==> config.mk <==
export PLATFORM = sky130hd
export DESIGN_NAME = baa_core
export DESIGN_NICKNAME = d
export VERILOG_FILES = /design/src/shared/baa_pkg.sv /design/src/verilog/baa_core.sv /design/src/verilog/baa_decode.sv
export SDC_FILE = /design/constraint.sdc
export NUM_CORES = 1
export LEC_CHECK = 0
export BUFFER_PORTS_ARGS = -buffer_cell sky130_fd_sc_hd__buf_2
export CAP_MARGIN = 20
export CORE_UTILIZATION = 25
export DETAILED_ROUTE_END_ITERATION = 10
export GPL_TIMING_DRIVEN = 0
export PLACE_DENSITY = 0.42
export SETUP_SLACK_MARGIN = 0.5
export SLEW_MARGIN = 20
export SYNTH_ARGS = -nofsm -noshare
export SYNTH_HDL_FRONTEND = slang
export SYNTH_SLANG_ARGS = --single-unit
export TNS_END_PERCENT = 50
==> constraint.sdc <==
create_clock -name ref_clk -period 3.5 [get_ports ref_clk]
set_input_delay 0.175 -clock ref_clk [delete_from_list [all_inputs] [get_ports ref_clk]]
set_output_delay 0.175 -clock ref_clk [all_outputs]
set_load 0.02 [all_outputs]
==> src/shared/baa_pkg.sv <==
/*
 Package for the byte add and logic execution block: opcode fields,
 quarter-cycle states, status flag layout and the decoded operation struct.
 Assumes a 16-bit instruction word and an 8-bit data path.
*/
package baa_pkg;
   // ***************************************************
   // Instruction fields
   // ***************************************************
   localparam int INSN_W = 16;
   localparam int DATA_W = 8;
   localparam logic [5:0] OPC_ADDFC = 6'h08; // 0010 00
   localparam logic [5:0] OPC_ADDF = 6'h09;  // 0010 01
   localparam logic [7:0] OPC_ANDL = 8'h0B;  // 0000 1011
   localparam logic [7:0] OPC_ADDL = 8'h0F;  // 0000 1111
   localparam int BIT_D = 9;
   localparam int BIT_A = 8;
   localparam logic [7:0] IDX_MAX = 8'h5F;
   // ***************************************************
   // Status flag positions
   // ***************************************************
   localparam int FLG_C = 0;
   localparam int FLG_DC = 1;
   localparam int FLG_Z = 2;
   localparam int FLG_OV = 3;
   localparam int FLG_N = 4;
   localparam logic [4:0] FLG_RST = 5'h00;
   localparam logic [7:0] W_RST = 8'h00;

   typedef enum logic [1:0] {
      BAA_Q1 = 2'b00,
      BAA_Q2 = 2'b01,
      BAA_Q3 = 2'b11,
      BAA_Q4 = 2'b10
   } baa_q_e;

   typedef enum logic [2:0] {
      BAA_OP_NONE = 3'h0,
      BAA_OP_ADDL = 3'h1,
      BAA_OP_ADDF = 3'h2,
      BAA_OP_ADDFC = 3'h3,
      BAA_OP_ANDL = 3'h4
   } baa_op_e;

   typedef struct packed {
      baa_op_e op;
      logic to_file;
      logic use_bank;
      logic indexed;
      logic [7:0] operand;
   } baa_dec_s;

   typedef struct packed {
      logic we;
      logic use_bank;
      logic indexed;
      logic [7:0] addr;
      logic [7:0] data;
   } baa_wr_s;
endpackage

==> src/verilog/baa_core.sv <==
/*
 Four-quarter execution of add literal, add to file, add with carry and
 AND literal, holding the working register and the status flags.
 Assumes the fetch stage presents a word in Q1 and the data memory returns
 read data combinationally during Q2.
*/
// What this block does
// - Add accumulator to file, sum to destination.
// - Destination bit zero accumulator, one file.
// - Access bit zero access bank, one bank.
// - Extended set, access zero, low address: indexed.
// - Add with carry sums accumulator, carry, file.
// - Add-with-carry opcode 0010 00da.
// - Add-with-carry updates N, OV, C, DC, Z.
// - AND literal into accumulator.
// - AND-literal opcode 0000 1011.
// - AND literal updates only N and Z.
// - Four quarters, destination written in Q4.
// - Add literal updates accumulator and all flags.
`timescale 1ns/1ns
module baa_core (
   input wire logic ref_clk,
   input wire logic srst,
   input wire logic [baa_pkg::INSN_W-1:0] insn,
   input wire logic ext_set_en,
   input wire logic [7:0] file_rdata,
   output logic [1:0] quarter,
   output logic file_re,
   output logic [7:0] file_raddr,
   output logic file_rd_bank,
   output logic file_rd_indexed,
   output baa_pkg::baa_wr_s file_wr,
   output logic [7:0] w_out,
   output logic [4:0] status_out
);
   import baa_pkg::*;

   // ***************************************************
   // Decode and state
   // ***************************************************
   baa_dec_s dec_now;
   baa_dec_s dec_reg, dec_next;
   baa_q_e q_reg, q_next;
   logic [7:0] opa_reg, opa_next;
   logic [7:0] res_reg, res_next;
   logic [4:0] flg_calc_reg, flg_calc_next;
   logic [7:0] w_reg, w_next;
   logic [4:0] st_reg, st_next;
   baa_wr_s wr_reg, wr_next;
   logic [8:0] sum;
   logic [4:0] nib;
   logic cin;
   logic [7:0] b_op;

   baa_decode u_dec (
      .insn(insn),
      .ext_set_en(ext_set_en),
      .dec(dec_now)
   );

   // ***************************************************
   // Arithmetic
   // ***************************************************
   always_comb begin
      cin = (dec_reg.op == BAA_OP_ADDFC) ? st_reg[FLG_C] : 1'b0;
      b_op = opa_reg;
      sum = {1'b0, w_reg} + {1'b0, b_op} + {8'h00, cin};
      nib = {1'b0, w_reg[3:0]} + {1'b0, b_op[3:0]} + {4'h0, cin};
   end

   always_comb begin
      q_next = q_reg;
      dec_next = dec_reg;
      opa_next = opa_reg;
      res_next = res_reg;
      flg_calc_next = flg_calc_reg;
      w_next = w_reg;
      st_next = st_reg;
      wr_next = '0;
      case (q_reg)
         BAA_Q1: begin
            dec_next = dec_now;
            q_next = BAA_Q2;
         end
         BAA_Q2: begin
            if (dec_reg.op == BAA_OP_ADDF || dec_reg.op == BAA_OP_ADDFC) begin
               opa_next = file_rdata;
            end else begin
               opa_next = dec_reg.operand;
            end
            q_next = BAA_Q3;
         end
         BAA_Q3: begin
            flg_calc_next = st_reg;
            if (dec_reg.op == BAA_OP_ANDL) begin
               res_next = w_reg & opa_reg;
               flg_calc_next[FLG_Z] = ((w_reg & opa_reg) == 8'h00);
               flg_calc_next[FLG_N] = w_reg[7] & opa_reg[7];
            end else begin
               res_next = sum[7:0];
               flg_calc_next[FLG_C] = sum[8];
               flg_calc_next[FLG_DC] = nib[4];
               flg_calc_next[FLG_Z] = (sum[7:0] == 8'h00);
               flg_calc_next[FLG_N] = sum[7];
               flg_calc_next[FLG_OV] = (w_reg[7] == b_op[7]) &&
                                       (sum[7] != w_reg[7]);
            end
            q_next = BAA_Q4;
         end
         BAA_Q4: begin
            if (dec_reg.op != BAA_OP_NONE) begin
               st_next = flg_calc_reg;
               if ((dec_reg.op == BAA_OP_ADDF || dec_reg.op == BAA_OP_ADDFC)
                   && dec_reg.to_file) begin
                  wr_next.we = 1'b1;
                  wr_next.use_bank = dec_reg.use_bank;
                  wr_next.indexed = dec_reg.indexed;
                  wr_next.addr = dec_reg.operand;
                  wr_next.data = res_reg;
               end else begin
                  w_next = res_reg;
               end
            end
            q_next = BAA_Q1;
         end
         default: q_next = BAA_Q1;
      endcase
   end

   always_ff @(posedge ref_clk) begin
      if (srst) begin
         q_reg <= BAA_Q1;
         dec_reg <= '0;
         opa_reg <= 8'h00;
         res_reg <= 8'h00;
         flg_calc_reg <= FLG_RST;
         w_reg <= W_RST;
         st_reg <= FLG_RST;
         wr_reg <= '0;
      end else begin
         q_reg <= q_next;
         dec_reg <= dec_next;
         opa_reg <= opa_next;
         res_reg <= res_next;
         flg_calc_reg <= flg_calc_next;
         w_reg <= w_next;
         st_reg <= st_next;
         wr_reg <= wr_next;
      end
   end

   // ***************************************************
   // Outputs
   // ***************************************************
   // The file read is requested in Q2 so the operand is latched that quarter.
   assign quarter = q_reg;
   assign file_re = (q_reg == BAA_Q2) &&
                    (dec_reg.op == BAA_OP_ADDF || dec_reg.op == BAA_OP_ADDFC);
   assign file_raddr = dec_reg.operand;
   assign file_rd_bank = dec_reg.use_bank;
   assign file_rd_indexed = dec_reg.indexed;
   assign file_wr = wr_reg;
   assign w_out = w_reg;
   assign status_out = st_reg;
endmodule

==> src/verilog/baa_decode.sv <==
/*
 Combinational decoder for the four supported instructions.
 Assumes the instruction word is stable at the Q1 edge, where the core registers the decode.
*/
`timescale 1ns/1ns
module baa_decode (
   input wire logic [baa_pkg::INSN_W-1:0] insn,
   input wire logic ext_set_en,
   output baa_pkg::baa_dec_s dec
);
   import baa_pkg::*;

   always_comb begin
      dec = '0;
      dec.op = BAA_OP_NONE;
      dec.operand = insn[7:0];
      if (insn[15:8] == OPC_ADDL) begin
         dec.op = BAA_OP_ADDL;
      end else if (insn[15:8] == OPC_ANDL) begin
         dec.op = BAA_OP_ANDL;
      end else if (insn[15:10] == OPC_ADDF ||
                   insn[15:10] == OPC_ADDFC) begin
         dec.op = (insn[15:10] == OPC_ADDF) ? BAA_OP_ADDF : BAA_OP_ADDFC;
         dec.to_file = insn[BIT_D];
         dec.use_bank = insn[BIT_A];
         dec.indexed = ext_set_en && !insn[BIT_A] &&
                       (insn[7:0] <= IDX_MAX);
      end
   end
endmodule
After elaboration in Yosys (flattened, before gate mapping). Index checks and enable logic that the tools add are counted.

Bits in registers: 69. Bits in latches: 0. Memory bits (writable): 0. Memory bits (read-only): 0. Input port bits: 27. Output and inout port bits: 45. Word-level logic and storage cells: 69. Memories: 0.

Add/subtract/negate cells: 4. Multiply operators: 0. Div/mod/pow operators: 0. Order comparisons: 1. Equal/unequal tests: 12. Shifts and indexed selects: 0. Multiplexer cells: 15. Bitwise operators: 5. Reduce and logical (&&, ||, !) cells: 16.

Operators with widths (count): $mux W19 (1); $eq A8 B4 Y1 const B (2); $logic_not A8 Y1 (2); $mux W8 (2); $eq A6 B4 Y1 const B (2); $mux W3 (4); $add A8 B8 Y9 (1); $add A9 B1 Y9 (1); $and A8 B8 Y8 (1); $le A8 B7 Y1 const B (1); $pmux W2 S4 (1); $eq A3 B2 Y1 const B (2); $mux W6 (1); $add A4 B4 Y5 (1); $add A5 B1 Y5 (1); $logic_and A1 B1 Y1 (5); $mux W1 (5); $eq A2 B2 Y1 const B (2); $reduce_or A4 Y1 (1); $eq A3 B3 Y1 const B (1); $not A1 Y1 (3); $reduce_and A3 Y1 (1); $reduce_bool A3 Y1 (1); $reduce_or A3 Y1 (1); 9 further kinds (10).

Depth between registers and ports, before layout.
Word-level depth: 6. Depth in mapped cells: 12. Mapped depth without buffers: 11.

Cells and area by module. From an unflattened synthesis, not the netlist that was laid out.

Cells, all modules: 343. Area, all modules: 3074.2 sq um.

Modules (own cells, without submodules): baa_core (instances 1, cells an instance 323, area an instance 2920.3 sq um, sequential area each 1361.3 sq um); baa_decode (instances 1, cells an instance 20, area an instance 153.9 sq um, sequential area each 0.0 sq um).

Worst setup path after synthesis. No wires, ideal clock.

Kind: register -> register. Start: reg dec_reg[12] (netlist name). End: reg flg_calc_reg[2]. Setup time: 0.088 ns. Arrival: 2.738 ns. Required time: 3.412 ns. Setup slack: 0.674 ns. Stages on the path, launching flop included: 13. Path buffers: 1. Period minus slack after synthesis: 2.826 ns. Path through: dfxtp_1 nor2b_1 buf_2 and3_1 fa_1 inv_1 fa_1 nand2b_1 nand2b_1 a21oi_1 xnor2_1 or4_1 o32ai_2.

Cells in the longest elaborated chain, start to end: 5. Elaborated cells between the ends (all ways): 6. Those cells by class: add/sub: 1; eq/ne: 2; mux: 2; reduce/logical: 1.

Ends and longest elaborated chain: start, declared (RTL line baa_core.sv:42) `baa_dec_s dec_reg, dec_next;`; start signal, assigned (RTL line baa_core.sv:142) `dec_reg <= dec_next;`; $eq A3 B2 Y1 (RTL line baa_core.sv:65) `cin = (dec_reg.op == BAA_OP_ADDFC) ? st_reg[FLG_C] : 1'b0;`; $mux W1 (RTL line baa_core.sv:65); $add A9 B1 Y9 (RTL line baa_core.sv:67) `sum = {1'b0, w_reg} + {1'b0, b_op} + {8'h00, cin};`; $logic_not A8 Y1 (RTL line baa_core.sv:103) `flg_calc_next[FLG_Z] = (sum[7:0] == 8'h00);`; $mux W1 (*) (RTL line baa_core.sv:95) `if (dec_reg.op == BAA_OP_ANDL) begin`; end signal, assigned (RTL line baa_core.sv:145) `flg_calc_reg <= flg_calc_next;`; end, declared (RTL line baa_core.sv:46) `logic [4:0] flg_calc_reg, flg_calc_next;`.

Every way passes the cells marked *; elsewhere a longest branch is shown, timed or not. A chain may end at the register's enable or synchronous reset.

Worst setup path in the final report.
Start: reg dec_reg[13] (netlist name). End: reg flg_calc_reg[2].

Same word-level chain as after synthesis.

==> flow_summary_export.csv <==
group,metric,value,unit
synthesis,synth_top_cell_area_share,0.4618,
worst_setup_path,r2r_end,"flg_calc_reg[2]$_SDFFE_PP0P_",
routing,dr.pass1.iters,4,
worst_setup_path,end_kind,"flop",
placed_design,portBuffers,70,
timing,fin_tns_setup,0,ps
synthesis,syn-instance-count,320,
hold_path,holdCritPathClass,"input pin to flop",
clocking,hold_buffers,0,
worst_setup_path,startpoint_type,"flop",
final_layout,syn_to_final_growth,28.52,%
pwr,combPwrFrac,0.077,
floorplanning,num_io_pins,72,
clocking,cts_tree,"built",
floorplanning,chipHeight,110.6,um
timing,rsz0062_at_grt,"true",
final_layout,fillCellCount,1209,
placed_design,dp_hpwl,5.903,mm
pwr,power.switching,0.0004251,W
synthesis,synth_top_family_by_area,"simple AND/OR/NAND/NOR gates",
global_routing,grt_pass1_wl,12.56,mm
timing,slew_headroom,0.5726,
global_routing,grt_usage,0.1329,
pwr,p_int,0.001364,W
worst_setup_path,worstReg2RegStart,"dec_reg[13]$_SDFFE_PP0N_",
routing,ant_nets,0,
worst_setup_path,cp.required,3730,ps
job,cap_violations,0,
synthesis,synth_edf_count,0,
worst_setup_path,cpMaxStageDelayCell,"or4_1",
worst_setup_path,reg2regPathDepth,12,
synthesis,async_reset_ff_frac,0,
pwr,leakage,1.604,nW
clocking,path_clk_slew,60,ps
worst_setup_path,critPathBufInv,2,
routing,routed_wl,7.936,mm
synthesis,syn_avg_cell_area,9.212,um^2
worst_setup_path,r2r_slack,650,ps
timing,hold_viol_final,0,
timing,fin_worst_skew,9.686,ps
global_routing,antenna_found_initial,0,
worst_setup_path,critPathTopFamily,"simple AND/OR/NAND/NOR gates",
final_layout,diodes,0,
worst_setup_path,cp_cell_sequence,"nor2b_4 -> buf_6 -> and3_1 -> fa_2 -> inv_1 -> fa_1 -> nand2b_1 -> nand2b_1 -> a21oi_2 -> xnor2_1 -> or4_1 -> o32ai_2",
synthesis,synth_compound_area_frac,0.1396,
synthesis,yosysMostFrequentCell,"dfxtp_1",
final_layout,largest_reg_flops,19,
routing,num_vias,2405,
final_layout,finalCoreUtilization,0.3304,
synthesis,synthFlopType,"dfxtp_1",
pwr,pwr-share-clk,0.468,
synthesis,muxShareOfSynthArea,0.07131,
worst_setup_path,crit_type,"flop to flop",
timing,clock.fmax,350.5,MHz
synthesis,ys_seq_area_frac,0.4618,
clocking,root_buffer,"clkbuf_16",
clocking,insertion_delay,330,ps
synthesis,syn_nets,357,
final_layout,nNetsFinal,439,
synthesis,ys_top_cells_by_area,"dfxtp_1 46%, mux2i_1 7.1%, nor2_1 5.9%",
floorplanning,rows,39,
clocking,numCtsBuffers,9,
synthesis,synth_warnings,0,
worst_setup_path,path_max_fanout,5,
timing,fin_crit_sh,0.8152,
global_routing,grt_max_degree,12,
timing,fin_crit,2853,ps
worst_setup_path,cp_common_cell,"nand2b_1",
final_layout,drive_above_1_share,0.2709,
clocking,htreeDepth,3,
synthesis,yosysUniqueCellTypes,48,
floorplanning,dieWidth,110.6,um
worst_setup_path,max_stage_delay,530,ps
pwr,vdd_drop_max,0.0001756,V
synthesis,synth_fa_ha_area_frac,0.04754,
timing,drv_slew,0,
worst_setup_path,arrival,3090,ps
synthesis,netlist_area,2948,um^2
timing,setup_violations,0,
synthesis,synth_common_cells,"68 x dfxtp_1, 46 x nor2_1, 34 x nand2_1",
routing,wl_per_cell,14.46,um
floorplanning,start_util,0.2571,
synthesis,synthXorXnorAreaFrac,0.01783,
routing,drc,0,
timing,worst_pin_slew,638.3,ps
worst_setup_path,cp.depth,12,
global_routing,grt-ovfl-total,0,
pwr,switching_share,0.2376,
floorplanning,die_area,12230,um^2
pwr,seqPwrFrac,0.455,
synthesis,yosysTopAreaCell,"dfxtp_1",
placed_design,globalplace.congestion,0.7992,
floorplanning,core_area,11470,um^2
worst_setup_path,crit_path_start,"dec_reg[13]$_SDFFE_PP0N_",
routing,drt_iter0_drc,63,
outcome,status,"finished, final reports clean",
clocking,cts_max_path_buffers,2,
synthesis,yosys.area_share.simple,0.2118,
clocking,cts.sinks,68,
pwr,p_per_area,472.2,nW/um^2
pwr,finalPower,0.001789,W
routing,routed_via_density,4.381,
synthesis,synth_seq_cells,68,
global_routing,grt_pass1_vias,2407,
worst_setup_path,crit_end,"flg_calc_reg[2]$_SDFFE_PP0P_",
tightest hold or removal path, cell delays in order:
cell and delay, ps:
buf_2 100, nand2_1 40, a21oi_1 50
per-stage QoR:
step	hold WS, ps	setup WS, ps	cells	instance area (um^2)
global placement	422.4	323.7	533	3477
detailed placement	424.0	319.8	533	3477
finish	86.37	646.7	549	3789
floorplan	311.0	674.2	320	2948
CTS	77.25	592.8	549	3777
global route	77.16	468.2	549	3789
power groups by stage:
| stage | clock network (W) | logic [W] | registers [W] |
|---|---|---|---|
| after global placement | 0 | 0.000138 | 0.000831 |
| final | 0.000837 | 0.000138 | 0.000814 |
| after floorplan | 0 | 0.0000907 | 0.000826 |
| after CTS | 0.000865 | 0.000139 | 0.000815 |
| after global routing | 0.000902 | 0.000154 | 0.000817 |
| after detailed placement | 0 | 0.000138 | 0.000832 |
cell type report:
type                            instances  area [um^2]  area share
Inverter                                4        15.01    0.003963
Buffer                                 26        138.9     0.03666
Clock buffer                           11        252.7     0.06671
Timing Repair Buffer                   71        357.8     0.09445
Sequential cell                        68         1363      0.3596
Clock inverter                          4        25.02    0.006605
Multi-Input combinational cell        222         1458      0.3847
Tap cell                              143        178.9     0.04723
cell families (layout without fill, tap and decap cells):
| family | Yosys count | after routing |
|---|---|---|
| AO/OA/AOI/OAI | 57 | 57 |
| multiplexers | 21 | 21 |
| AND/OR/NAND/NOR | 128 | 128 |
| XOR/XNOR | 6 | 6 |
| flip-flops | 68 | 68 |
| buffers and inverters | 30 | 116 |
| adder cells (fa/ha/maj) | 10 | 10 |
layout by cell type (no fill, tap or decap), types with 2 or more instances in the layout:
| cell type | Yosys | routed |
|---|---|---|
| nor3_2 | 1 | 2 |
| o211ai_1 | 2 | 2 |
| inv_1 | 4 | 4 |
| clkinvlp_4 | 0 | 2 |
| nor3b_1 | 2 | 2 |
| a22oi_1 | 5 | 5 |
| dfxtp_1 | 68 | 67 |
| clkbuf_8 | 0 | 2 |
| nand2b_1 | 2 | 2 |
| nor2_1 | 46 | 46 |
| a211oi_1 | 13 | 13 |
| mux2i_1 | 21 | 21 |
| xnor2_1 | 5 | 5 |
| ha_1 | 8 | 8 |
| a21oi_1 | 17 | 16 |
| and2_1 | 21 | 21 |
| nor2b_1 | 4 | 3 |
| buf_4 | 8 | 9 |
| o21ai_0 | 2 | 2 |
| and4b_1 | 2 | 2 |
| clkinv_2 | 0 | 2 |
| nand2_1 | 34 | 34 |
| a311oi_1 | 5 | 5 |
| clkbuf_16 | 0 | 9 |
| nor4_1 | 3 | 3 |
| nor3_1 | 5 | 4 |
| buf_2 | 4 | 73 |
| clkbuf_1 | 13 | 13 |
routing by layer:
layer | global-route usage | routed length [um] | up-vias | part of all wire
li1 | - | - | 1262 | -
met1 | 0.1754 | 3878 | 1099 | 0.49
met2 | 0.2116 | 3734 | 39 | 0.47
met3 | 0.03019 | 235 | 5 | 0.030
met4 | 0.04800 | 87 | 0 | 0.011
met5 | 0 | 0 | - | 0
worst min-delay path by stage:
stage                                       endpoint     from  slack [ps]  cells after the start
after CTS                 file_raddr[1]$_SDFFE_PP0N_  insn[1]          80                      3
final                     file_raddr[1]$_SDFFE_PP0N_  insn[1]          90                      3
after global placement    file_raddr[2]$_SDFFE_PP0N_  insn[2]         420                      3
after floorplan           file_raddr[0]$_SDFFE_PP0N_  insn[0]         310                      2
after detailed placement  file_raddr[3]$_SDFFE_PP0N_  insn[3]         420                      3
after global routing      file_raddr[1]$_SDFFE_PP0N_  insn[1]          80                      3
repair_timing:
action | CTS | global route
endpoints found under the setup margin | 3 | 3
pin swaps | 0 | 0
setup buffers | 1 | 0
resized for setup | 5 | 3
No activity file was read; power rests on OpenSTA's default activity.
